### src/ehp_pkg.sv
package ehp_pkg;

  // ********************************************************
  // Register map (byte addresses)
  // ********************************************************
  localparam logic [7:0] CTRL_OFS   = 8'h00;
  localparam logic [7:0] RESULT_OFS = 8'h04;
  localparam logic [7:0] STATUS_OFS = 8'h08;
  localparam logic [7:0] EVCLR_OFS  = 8'h0c;

  // ********************************************************
  // Field positions
  // ********************************************************
  localparam int CTRL_MODE_BIT  = 0;
  localparam int CTRL_SPA_BIT   = 1;
  localparam int CTRL_SPB_BIT   = 2;
  localparam int CTRL_HV_BIT    = 3;
  localparam int CTRL_ARC_BIT   = 4;
  localparam int RES_PASS_BIT   = 0;
  localparam int RES_UPPER_BIT  = 1;
  localparam int RES_LOWER_BIT  = 2;
  localparam int RES_CONT_BIT   = 3;
  localparam int RES_MFAULT_BIT = 4;
  localparam int RES_STEP_BIT   = 5;
  localparam int RES_LAST_BIT   = 6;
  localparam int STAT_ST_LSB    = 0;
  localparam int EV_START_BIT   = 4;
  localparam int EV_STOP_BIT    = 5;
  localparam int EV_LOAD_BIT    = 6;
  localparam int STAT_LOCK_BIT  = 8;
  localparam int STAT_GATE_BIT  = 9;
  localparam int STAT_SEL_LSB   = 16;

  // ********************************************************
  // Reset values and responses
  // ********************************************************
  localparam logic [4:0] CTRL_RST    = 5'h00;
  localparam logic [7:0] PRESET_RST  = 8'h00;
  localparam logic [1:0] RESP_OKAY   = 2'h0;
  localparam logic [1:0] RESP_SLVERR = 2'h2;

  // ********************************************************
  // Timing
  // ********************************************************
  localparam int CLK_PERIOD_NS = 100;
  localparam int DEBOUNCE_NS   = 5000;
  localparam int DEBOUNCE_CYC  = (DEBOUNCE_NS + CLK_PERIOD_NS - 1) / CLK_PERIOD_NS;

  typedef enum logic [1:0] {
    EHP_READY   = 2'b00,
    EHP_TESTING = 2'b01,
    EHP_GUARD   = 2'b10
  } ehp_state_e;

endpackage : ehp_pkg

### src/ehp_pin_sync.sv
`timescale 1ns/100ps
module ehp_pin_sync #(
  parameter int WIDTH   = 1,
  parameter int DEB_CYC = 50
) (
  // Clock and reset
  input  wire logic             aclk,
  input  wire logic             aresetn,
  // Pins and clean levels
  input  wire logic [WIDTH-1:0] pin_in,
  output logic      [WIDTH-1:0] level_out
);

  localparam int CW = $clog2(DEB_CYC + 1);

  initial begin
    if (WIDTH < 1 || DEB_CYC < 1) begin
      $error("ehp_pin_sync: bad parameters");
    end
  end

  logic [WIDTH-1:0] s1_q;
  logic [WIDTH-1:0] s2_q;
  logic [WIDTH-1:0] s3_q;

  always_ff @(posedge aclk) begin
    if (!aresetn) begin
      s1_q <= '0;
      s2_q <= '0;
      s3_q <= '0;
    end else begin
      s1_q <= pin_in;
      s2_q <= s1_q;
      s3_q <= s2_q;
    end
  end

  // One debounce counter per line; a new level must stay put DEB_CYC cycles
  for (genvar i = 0; i < WIDTH; i++) begin : g_bit
    logic [CW-1:0] cnt_q;
    always_ff @(posedge aclk) begin
      if (!aresetn) begin
        cnt_q        <= '0;
        level_out[i] <= 1'b0;
      end else if (s2_q[i] != s3_q[i] || s3_q[i] == level_out[i]) begin
        cnt_q <= '0;
      end else if (cnt_q == CW'(DEB_CYC - 1)) begin
        cnt_q        <= '0;
        level_out[i] <= s3_q[i];
      end else begin
        cnt_q <= cnt_q + 1'b1;
      end
    end
  end

endmodule : ehp_pin_sync

### src/ehp_edge_det.sv
`timescale 1ns/100ps
module ehp_edge_det #(
  parameter int WIDTH = 1
) (
  // Clock and reset
  input  wire logic             aclk,
  input  wire logic             aresetn,
  // Levels in, one-cycle rise pulses out
  input  wire logic [WIDTH-1:0] level_in,
  output logic      [WIDTH-1:0] rise_out
);

  initial begin
    if (WIDTH < 1) begin
      $error("ehp_edge_det: bad width");
    end
  end

  logic [WIDTH-1:0] prev_q;

  // Prev resets high so a line already on at reset gives no event
  always_ff @(posedge aclk) begin
    if (!aresetn) begin
      prev_q   <= '1;
      rise_out <= '0;
    end else begin
      prev_q   <= level_in;
      rise_out <= level_in & ~prev_q;
    end
  end

endmodule : ehp_edge_det

### src/ehp_handler_port.sv
`timescale 1ns/100ps
module ehp_handler_port #(
  parameter int AW = 8
) (
  // Clock and reset
  input  wire logic          aclk,
  input  wire logic          aresetn,
  // AXI4-Lite write channels
  input  wire logic [AW-1:0] s_axi_awaddr,
  input  wire logic          s_axi_awvalid,
  output logic               s_axi_awready,
  input  wire logic [31:0]   s_axi_wdata,
  input  wire logic [3:0]    s_axi_wstrb,
  input  wire logic          s_axi_wvalid,
  output logic               s_axi_wready,
  output logic [1:0]         s_axi_bresp,
  output logic               s_axi_bvalid,
  input  wire logic          s_axi_bready,
  // AXI4-Lite read channels
  input  wire logic [AW-1:0] s_axi_araddr,
  input  wire logic          s_axi_arvalid,
  output logic               s_axi_arready,
  output logic [31:0]        s_axi_rdata,
  output logic [1:0]         s_axi_rresp,
  output logic               s_axi_rvalid,
  input  wire logic          s_axi_rready,
  // Controller inputs
  input  wire logic          begin_trigger,
  input  wire logic          halt_trigger,
  input  wire logic          safety_lock_in,
  input  wire logic          external_input_gate,
  input  wire logic [7:0]    preset_select,
  input  wire logic          panel_load_strobe,
  // Controller outputs
  output logic               good_judgment_out,
  output logic               upper_limit_reject_out,
  output logic               lower_limit_reject_out,
  output logic               high_voltage_live_out,
  output logic               withstand_reject_out,
  output logic               insulation_reject_out,
  output logic               withstand_selected_out,
  output logic               insulation_selected_out,
  output logic               step_done_out,
  output logic               sequence_done_out,
  output logic               arc_seen_out,
  output logic               trial_active_out,
  output logic               guard_state_out,
  output logic               contact_fault_out,
  output logic               standby_out,
  output logic               measure_fault_out,
  output logic               spare_output_a,
  output logic               spare_output_b
);

  initial begin
    if (AW < 4) begin
      $error("ehp_handler_port: address too narrow");
    end
  end

  // ********************************************************
  // Input conditioning
  // ********************************************************
  logic [4:0] ctl_lvl;
  logic [7:0] sel_lvl;
  logic [2:0] rise;
  logic       lock_lvl;
  logic       gate_lvl;
  logic       start_ev;
  logic       stop_ev;
  logic       load_ev;

  ehp_pin_sync #(.WIDTH(5), .DEB_CYC(ehp_pkg::DEBOUNCE_CYC)) u_ctl_sync (
    .aclk      (aclk),
    .aresetn   (aresetn),
    .pin_in    ({external_input_gate, safety_lock_in, panel_load_strobe,
                 halt_trigger, begin_trigger}),
    .level_out (ctl_lvl)
  );

  ehp_pin_sync #(.WIDTH(8), .DEB_CYC(ehp_pkg::DEBOUNCE_CYC)) u_sel_sync (
    .aclk      (aclk),
    .aresetn   (aresetn),
    .pin_in    (preset_select),
    .level_out (sel_lvl)
  );

  // Edges only, so a held line never retriggers
  ehp_edge_det #(.WIDTH(3)) u_edges (
    .aclk     (aclk),
    .aresetn  (aresetn),
    .level_in (ctl_lvl[2:0]),
    .rise_out (rise)
  );

  assign lock_lvl = ctl_lvl[3];
  assign gate_lvl = ctl_lvl[4];
  assign start_ev = rise[0] & gate_lvl;
  assign stop_ev  = rise[1];
  assign load_ev  = rise[2] & gate_lvl;

  // ********************************************************
  // AXI4-Lite slave
  // ********************************************************
  logic          aw_full_q;
  logic          w_full_q;
  logic [AW-1:0] aw_addr_q;
  logic [31:0]   w_data_q;
  logic          w_en_q;
  logic          wr_fire;
  logic          wr_ctrl;
  logic          res_wr;
  logic          clr_wr;
  logic          wr_ok;

  assign wr_fire = aw_full_q & w_full_q & ~s_axi_bvalid;
  assign wr_ok   = aw_addr_q[1:0] == 2'h0 && aw_addr_q <= AW'(ehp_pkg::EVCLR_OFS);
  assign wr_ctrl = wr_fire & w_en_q & (aw_addr_q == AW'(ehp_pkg::CTRL_OFS));
  assign res_wr  = wr_fire & w_en_q & (aw_addr_q == AW'(ehp_pkg::RESULT_OFS));
  assign clr_wr  = wr_fire & w_en_q & (aw_addr_q == AW'(ehp_pkg::EVCLR_OFS));

  // Address and data taken in either order; ready drops until the response
  always_ff @(posedge aclk) begin
    if (!aresetn) begin
      aw_full_q     <= 1'b0;
      w_full_q      <= 1'b0;
      aw_addr_q     <= '0;
      w_data_q      <= '0;
      w_en_q        <= 1'b0;
      s_axi_awready <= 1'b1;
      s_axi_wready  <= 1'b1;
      s_axi_bvalid  <= 1'b0;
      s_axi_bresp   <= ehp_pkg::RESP_OKAY;
    end else begin
      if (s_axi_awvalid && s_axi_awready) begin
        aw_full_q     <= 1'b1;
        aw_addr_q     <= s_axi_awaddr;
        s_axi_awready <= 1'b0;
      end
      if (s_axi_wvalid && s_axi_wready) begin
        w_full_q     <= 1'b1;
        w_data_q     <= s_axi_wdata;
        w_en_q       <= s_axi_wstrb[0];
        s_axi_wready <= 1'b0;
      end
      if (wr_fire) begin
        aw_full_q    <= 1'b0;
        w_full_q     <= 1'b0;
        s_axi_bvalid <= 1'b1;
        s_axi_bresp  <= wr_ok ? ehp_pkg::RESP_OKAY : ehp_pkg::RESP_SLVERR;
      end
      if (s_axi_bvalid && s_axi_bready) begin
        s_axi_bvalid  <= 1'b0;
        s_axi_awready <= 1'b1;
        s_axi_wready  <= 1'b1;
      end
    end
  end

  // ********************************************************
  // Test sequencing
  // ********************************************************
  ehp_pkg::ehp_state_e st_q;
  ehp_pkg::ehp_state_e st_d;

  // Protection outranks everything; stop and the firmware result both end a test
  always_comb begin
    st_d = st_q;
    unique case (st_q)
      ehp_pkg::EHP_READY: begin
        if (!lock_lvl) begin
          st_d = ehp_pkg::EHP_GUARD;
        end else if (start_ev) begin
          st_d = ehp_pkg::EHP_TESTING;
        end
      end
      ehp_pkg::EHP_TESTING: begin
        if (!lock_lvl) begin
          st_d = ehp_pkg::EHP_GUARD;
        end else if (stop_ev || res_wr) begin
          st_d = ehp_pkg::EHP_READY;
        end
      end
      ehp_pkg::EHP_GUARD: begin
        if (lock_lvl) begin
          st_d = ehp_pkg::EHP_READY;
        end
      end
      default: st_d = ehp_pkg::EHP_GUARD;
    endcase
  end

  always_ff @(posedge aclk) begin
    if (!aresetn) begin
      st_q             <= ehp_pkg::EHP_GUARD;
      trial_active_out <= 1'b0;
      standby_out      <= 1'b0;
      guard_state_out  <= 1'b1;
    end else begin
      st_q             <= st_d;
      trial_active_out <= st_d == ehp_pkg::EHP_TESTING;
      standby_out      <= st_d == ehp_pkg::EHP_READY;
      guard_state_out  <= st_d == ehp_pkg::EHP_GUARD;
    end
  end

  // ********************************************************
  // Control register: mode, voltage, arc, spares
  // ********************************************************
  logic [4:0] ctrl_q;

  // Mode is frozen while a test runs so the mode lines cannot lie
  always_ff @(posedge aclk) begin
    if (!aresetn) begin
      ctrl_q <= ehp_pkg::CTRL_RST;
    end else if (wr_ctrl) begin
      ctrl_q <= w_data_q[4:0];
      if (st_q == ehp_pkg::EHP_TESTING) begin
        ctrl_q[ehp_pkg::CTRL_MODE_BIT] <= ctrl_q[ehp_pkg::CTRL_MODE_BIT];
      end
    end
  end

  always_ff @(posedge aclk) begin
    if (!aresetn) begin
      withstand_selected_out  <= 1'b1;
      insulation_selected_out <= 1'b0;
      high_voltage_live_out   <= 1'b0;
      arc_seen_out            <= 1'b0;
      spare_output_a          <= 1'b0;
      spare_output_b          <= 1'b0;
    end else begin
      withstand_selected_out  <= ~ctrl_q[ehp_pkg::CTRL_MODE_BIT];
      insulation_selected_out <= ctrl_q[ehp_pkg::CTRL_MODE_BIT];
      high_voltage_live_out   <= ctrl_q[ehp_pkg::CTRL_HV_BIT];
      arc_seen_out            <= ctrl_q[ehp_pkg::CTRL_ARC_BIT];
      spare_output_a          <= ctrl_q[ehp_pkg::CTRL_SPA_BIT];
      spare_output_b          <= ctrl_q[ehp_pkg::CTRL_SPB_BIT];
    end
  end

  // ********************************************************
  // Judgment outputs
  // ********************************************************
  logic res_take;
  logic res_fail;
  logic jclr;

  assign res_take = res_wr & (st_q == ehp_pkg::EHP_TESTING);
  assign res_fail = w_data_q[ehp_pkg::RES_UPPER_BIT] | w_data_q[ehp_pkg::RES_LOWER_BIT];
  assign jclr     = stop_ev | (start_ev & (st_q == ehp_pkg::EHP_READY));

  // A result written with the release edge still lands
  always_ff @(posedge aclk) begin
    if (!aresetn) begin
      good_judgment_out      <= 1'b0;
      upper_limit_reject_out <= 1'b0;
      lower_limit_reject_out <= 1'b0;
      withstand_reject_out   <= 1'b0;
      insulation_reject_out  <= 1'b0;
      contact_fault_out      <= 1'b0;
      step_done_out          <= 1'b0;
      sequence_done_out      <= 1'b0;
    end else if (res_take) begin
      good_judgment_out      <= w_data_q[ehp_pkg::RES_PASS_BIT];
      upper_limit_reject_out <= w_data_q[ehp_pkg::RES_UPPER_BIT];
      lower_limit_reject_out <= w_data_q[ehp_pkg::RES_LOWER_BIT];
      withstand_reject_out   <= res_fail & ~ctrl_q[ehp_pkg::CTRL_MODE_BIT];
      insulation_reject_out  <= res_fail & ctrl_q[ehp_pkg::CTRL_MODE_BIT];
      contact_fault_out      <= w_data_q[ehp_pkg::RES_CONT_BIT];
      step_done_out          <= w_data_q[ehp_pkg::RES_STEP_BIT];
      sequence_done_out      <= w_data_q[ehp_pkg::RES_LAST_BIT];
    end else if (jclr) begin
      good_judgment_out      <= 1'b0;
      upper_limit_reject_out <= 1'b0;
      lower_limit_reject_out <= 1'b0;
      withstand_reject_out   <= 1'b0;
      insulation_reject_out  <= 1'b0;
      contact_fault_out      <= 1'b0;
      step_done_out          <= 1'b0;
      sequence_done_out      <= 1'b0;
    end
  end

  // Error flag accepted in any state; the set beats start or stop
  always_ff @(posedge aclk) begin
    if (!aresetn) begin
      measure_fault_out <= 1'b0;
    end else if (res_wr && w_data_q[ehp_pkg::RES_MFAULT_BIT]) begin
      measure_fault_out <= 1'b1;
    end else if (jclr) begin
      measure_fault_out <= 1'b0;
    end
  end

  // ********************************************************
  // Preset load and sticky events
  // ********************************************************
  logic [7:0] preset_q;
  logic [2:0] ev_q;
  logic [2:0] ev_set;
  logic [2:0] ev_clr;

  always_ff @(posedge aclk) begin
    if (!aresetn) begin
      preset_q <= ehp_pkg::PRESET_RST;
    end else if (load_ev) begin
      preset_q <= sel_lvl;
    end
  end

  assign ev_set = {load_ev, stop_ev, start_ev};
  assign ev_clr = clr_wr ? w_data_q[ehp_pkg::EV_LOAD_BIT:ehp_pkg::EV_START_BIT] : 3'h0;

  always_ff @(posedge aclk) begin
    if (!aresetn) begin
      ev_q <= 3'h0;
    end else begin
      ev_q <= ev_set | (ev_q & ~ev_clr);
    end
  end

  // ********************************************************
  // Read path
  // ********************************************************
  logic [31:0] rd_mux;
  logic        rd_ok;

  always_comb begin
    rd_mux = 32'h0;
    rd_ok  = 1'b1;
    if (s_axi_araddr == AW'(ehp_pkg::CTRL_OFS)) begin
      rd_mux[4:0] = ctrl_q;
    end else if (s_axi_araddr == AW'(ehp_pkg::STATUS_OFS)) begin
      rd_mux[ehp_pkg::STAT_ST_LSB +: 2]            = st_q;
      rd_mux[ehp_pkg::EV_LOAD_BIT:ehp_pkg::EV_START_BIT] = ev_q;
      rd_mux[ehp_pkg::STAT_LOCK_BIT]               = lock_lvl;
      rd_mux[ehp_pkg::STAT_GATE_BIT]               = gate_lvl;
      rd_mux[ehp_pkg::STAT_SEL_LSB +: 8]           = preset_q;
    end else if (s_axi_araddr != AW'(ehp_pkg::RESULT_OFS) &&
                 s_axi_araddr != AW'(ehp_pkg::EVCLR_OFS)) begin
      rd_ok = 1'b0;
    end
  end

  always_ff @(posedge aclk) begin
    if (!aresetn) begin
      s_axi_arready <= 1'b1;
      s_axi_rvalid  <= 1'b0;
      s_axi_rdata   <= 32'h0;
      s_axi_rresp   <= ehp_pkg::RESP_OKAY;
    end else if (s_axi_arvalid && s_axi_arready) begin
      s_axi_arready <= 1'b0;
      s_axi_rvalid  <= 1'b1;
      s_axi_rdata   <= rd_mux;
      s_axi_rresp   <= rd_ok ? ehp_pkg::RESP_OKAY : ehp_pkg::RESP_SLVERR;
    end else if (s_axi_rvalid && s_axi_rready) begin
      s_axi_rvalid  <= 1'b0;
      s_axi_arready <= 1'b1;
    end
  end

  // ********************************************************
  // Checks
  // ********************************************************
  a_start_begins_test: assert property (
    @(posedge aclk) disable iff (!aresetn)
    (start_ev && lock_lvl && st_q == ehp_pkg::EHP_READY) |=> trial_active_out
  ) else $error("start edge did not begin a test");

  a_halt_releases: assert property (
    @(posedge aclk) disable iff (!aresetn)
    (stop_ev && !res_take) |=> !good_judgment_out && !upper_limit_reject_out
                              && !lower_limit_reject_out
  ) else $error("halt did not release judgments");

  a_gate_blocks_start: assert property (
    @(posedge aclk) disable iff (!aresetn)
    (!gate_lvl && st_q == ehp_pkg::EHP_READY) |=> st_q != ehp_pkg::EHP_TESTING
  ) else $error("start accepted with gate off");

  a_limit_rejects: assert property (
    @(posedge aclk) disable iff (!aresetn)
    res_take |=> upper_limit_reject_out == $past(w_data_q[ehp_pkg::RES_UPPER_BIT])
             && lower_limit_reject_out == $past(w_data_q[ehp_pkg::RES_LOWER_BIT])
  ) else $error("limit reject outputs wrong");

  a_fail_by_mode: assert property (
    @(posedge aclk) disable iff (!aresetn)
    (res_take && res_fail) |=> withstand_reject_out == withstand_selected_out
                            && insulation_reject_out == insulation_selected_out
  ) else $error("fail output does not match mode");

  a_mode_exclusive: assert property (
    @(posedge aclk) disable iff (!aresetn)
    withstand_selected_out != insulation_selected_out
  ) else $error("mode outputs not exclusive");

  a_lock_forces_guard: assert property (
    @(posedge aclk) disable iff (!aresetn)
    !lock_lvl |=> guard_state_out ##1 (guard_state_out || lock_lvl)
  ) else $error("lock low did not force protection");

  a_standby_tracks: assert property (
    @(posedge aclk) disable iff (!aresetn)
    standby_out == (st_q == ehp_pkg::EHP_READY)
  ) else $error("standby does not match ready state");

  a_load_takes_index: assert property (
    @(posedge aclk) disable iff (!aresetn)
    load_ev |=> preset_q == $past(sel_lvl)
  ) else $error("preset index not loaded");

  a_fault_holds: assert property (
    @(posedge aclk) disable iff (!aresetn)
    (measure_fault_out && !jclr) |=> measure_fault_out
  ) else $error("measure fault dropped early");

endmodule : ehp_handler_port

### config.mk
export PLATFORM = sky130hd
export DESIGN_NAME = ehp_handler_port
export DESIGN_NICKNAME = d
export VERILOG_FILES = /design/src/ehp_pkg.sv /design/src/ehp_pin_sync.sv /design/src/ehp_edge_det.sv /design/src/ehp_handler_port.sv
export SDC_FILE = /design/constraint.sdc
export NUM_CORES = 1
export LEC_CHECK = 0
export BUFFER_PORTS_ARGS = -buffer_cell sky130_fd_sc_hd__clkbuf_2
export CORE_MARGIN = 4
export CORE_UTILIZATION = 45
export CTS_CLUSTER_SIZE = 14
export DETAILED_ROUTE_END_ITERATION = 8
export PLACE_DENSITY = 0.77
export SYNTH_ARGS = -nofsm -noshare
export SYNTH_HDL_FRONTEND = slang
export SYNTH_HIERARCHICAL = 1
export SYNTH_SLANG_ARGS = --single-unit
### constraint.sdc
create_clock -name aclk -period 1.85 [get_ports aclk]
set_clock_uncertainty 0.2 [all_clocks]
set_input_delay 0.2775 -clock aclk [delete_from_list [all_inputs] [get_ports aclk]]
set_output_delay 0.2775 -clock aclk [all_outputs]
set_load 0.005 [all_outputs]
==> summary.txt <==
Status
  • Status: finished clean

Synthesis
  • Synth cell types: 56
  • Post-synth EDFFs: 0
  • Top FF cell, synth: dfxtp_1
  • Post-Syn Area: ~8300 µm²
  • Post-synth top area cell: dfxtp_1
  • Post-synth top area share: between 50% and 60%
  • Dominant cells by area after synthesis: dfxtp_1, ha_1, nand2_1, and2_1, nand3_1
  • Yosys warns: 6
  • Seq/Total Area, Yosys: between 50% and 60%
  • Avg Cell Area, Syn: about 9.7 µm²
  • Cell count after synthesis: between 800 and 900
  • Register bit total from synthesis: roughly 210
  • Ys async rst share: 0%

Routing
  • Post-DR wirelength/cell: about 13 µm
  • WL final: between 15 and 20 mm
  • DR pass1 iterations: 5
  • Routed vias/inst: ~5.1
  • Via Count: ~6500
  • Initial drt markers: approximately 350
  • Post-route antenna net violation count: 0
  • DRC: 0

Placed design
  • # port buffers: 85
  • Final HPWL DP: between 10 and 15 mm
  • Gpl congestion: around 0.80
  • Placed Instances: between 1000 and 1500

STA
  • Fmax: 0.556 GHz
  • Tmin final: 1.80 ns
  • Pins Over Slew Limit: 0
  • RSZ-0062 raised after global routing: yes
  • Final worst-path cycle share: a little over nine tenths
  • Relative slew margins: around 46%
  • Final hold vios: 0
  • Setup Viol. Count Final: 0
  • Worst slew pin tran: approximately 0.8 ns

Global routing
  • Vias in the first global route: between 5000 and 6000
  • First-pass GRT wire length: 27.7 mm
  • Antenna violations before repair: 0
  • Grt ovf: 0
  • Aggregate global-route resource usage: between 10% and 20%
  • Pin count of the biggest net entering global routing: between 50 and 60

Layout
  • Final core utilization: 56.7%
  • # diodes: 0
  • Ratio of cells with drive above 1 in the final layout: between 10% and 20%
  • Final std cells w/o fill: approximately 1300
  • Most common cell after layout, fill and taps aside: dfxtp_1
  • Final nets: approximately 1100
  • Commonest cells after routing, fill and taps aside: dfxtp_1, clkbuf_2, nand2_1, nand3_1, dlygate4sd3_1
  • Layout area overhead: 23.6%

Setup path
  • CP max FO: 5
  • Crit. End Element: flip-flop
  • Startpoint Class: flip-flop
  • CP Data Arrival Time: just under 2 ns
  • Critical Path RT: 2.03 ns
  • Crit Path Class: reg -> reg

Clocking
  • Clock sink count: 214
  • Reg clk slew, reported paths: ~0.06 ns
  • Clk Latency, worst-skew pair: around 0.49 ns
  • Setup Fix Bufs, Post-CTS: 0
  • H-tree depth: 1
  • CTS tree: done
  • Num CTS Buffers: 22
  • Clk buf depth: 3
  • Root buf cell: clkbuf_16

Power and ir drop
  • Power per cell area: slightly above 900 nW/µm²
  • Worst VDD drop: 0.000821 V
  • Total chip power: 9.35 mW
  • P_leak: roughly 3.9 nW

Floorplanning
  • DIE HEIGHT: ~140 µm
  • Chip Width: 144 µm
  • # IOs: 131
  • Starting Density: a little under half
  • Die ar.: roughly 20000 µm²
  • Core area: 18000 µm²
  • Num rows: slightly below 50

Hold path
  • Worst hold path class: in -> reg

Run
  • Max cap viols: 0
-- cells by family after synthesis --
group | Yosys count | share of synthesized area [%]
DFF | 214 | 51.8
other | 1 | 0.0453
AOI/OAI and AO/OA | 146 | 11.0
xor gates and xnor gates | 39 | 4.13
muxes | 5 | 0.605
buffers and inverters | 68 | 4.22
and+or+nand+nor | 357 | 24.3
adders and majority gates | 26 | 3.93
-- cell usage after synthesis (5+ instances only) --
cell type and number:
a31oi_1 15, nand2_1 80, or3_1 27, o21ai_1 7
dfxtp_1 214, and2_1 46, o22ai_1 7, ha_1 26
nand2b_1 5, clkbuf_1 15, o221ai_1 5, buf_2 6
a211oi_1 5, nor3b_1 12, nor2_1 34, a21oi_1 35
nand3_1 52, xnor2_1 14, buf_4 17, xor2_1 25
mux2i_1 5, o21ai_0 46, and3b_1 16, a211oi_2 5
a22o_1 11, nor3_1 44, inv_1 25, nand4b_1 12
-- stage by stage --
stage / hold slack [ns] / setup TNS (ns) / setup slack (ns) / instance area, µm²
floorplan: 0.151 / 0 / 0.0633 / 8330
detailed placement: 0.218 / -1.01 / -0.115 / 8990
global placement: 0.217 / -0.488 / -0.0838 / 8990
CTS: -0.00557 / 0 / 0.000830 / 10200
global route: 0.0537 / -0.0715 / -0.0236 / 10200
finish: 0.0137 / 0 / 0.0525 / 10200
-- registers in the layout (all words and copies together) (netlist names), 2 cells and up --
| signal | count |
|---|---|
| u_edges/prev_q | 3 |
| ev_q | 3 |
| u_edges/rise_out | 3 |
| ctrl_q | 5 |
| u_sel_sync/s2_q | 8 |
| u_sel_sync/s1_q | 8 |
| u_ctl_sync/s3_q | 5 |
| s_axi_rdata | 17 |
| st_q | 2 |
| u_sel_sync/level_out | 8 |
| u_ctl_sync/s2_q | 5 |
| u_ctl_sync/level_out | 5 |
| u_sel_sync/s3_q | 8 |
| u_sel_sync/g_bit.cnt_q | 48 |
| preset_q | 8 |
| w_data_q | 7 |
| aw_addr_q | 8 |
| u_ctl_sync/g_bit.cnt_q | 30 |
| u_ctl_sync/s1_q | 5 |
-- layout make-up --
cell class	count	area, µm²
fillers	1491	7800
flip-flops and latches	214	4290
multi-input cells	590	3720
repair buffers	160	1140
clock buffers	34	637
well taps	229	287
inverters	26	97.6
clock inverters	4	51.3
-- layer usage --
metal,global-route usage (%),wire [µm],vias to the layer above,part of all wire (%)
met2,27.6,8120,141,48
met1,20.5,7440,2994,44
met4,5.60,398,0,2.4
met5,0,0,-,0
li1,-,-,3293,-
met3,2.06,835,33,5.0
-- worst max-delay path, stage by stage, from the launching register on --
cell	delay [ns]
dfxtp_2	0.34
nor4_4	0.30
nand2_2	0.14
or4_4	0.56
mux2i_1	0.14
-- what timing repair did --
action                                  4_1_cts  5_1_grt
endpoints found under the setup margin        9       28
pin swaps                                     0        4
hold buffers                                 52        0
hold endpoints to repair                     36        0
gates resized for setup                       1        6
-- worst paths after layout --
check / startpoint / endpoint / slack, ns / cells after the start
worst max-delay path: aw_addr_q[5] / ctrl_q[1] / 0.05 / 4
worst min-delay path: s_axi_araddr[1] / s_axi_rresp[1] / 0.01 / 4
worst max register to register: aw_addr_q[5] / ctrl_q[1] / 0.05 / 4
worst min register to register: u_ctl_sync/s1_q[4] / u_ctl_sync/s2_q[4] / 0.23 / 1
-- power breakdown --
| part | internal (mW) | switching (mW) | leakage (nW) |
|---|---|---|---|
| Sequential | 4.68 | 0.0549 | 1.74 |
| Combinational | 0.202 | 0.202 | 1.84 |
| Clock | 2.51 | 1.70 | 0.336 |
Power figures use the tool's default switching activity.
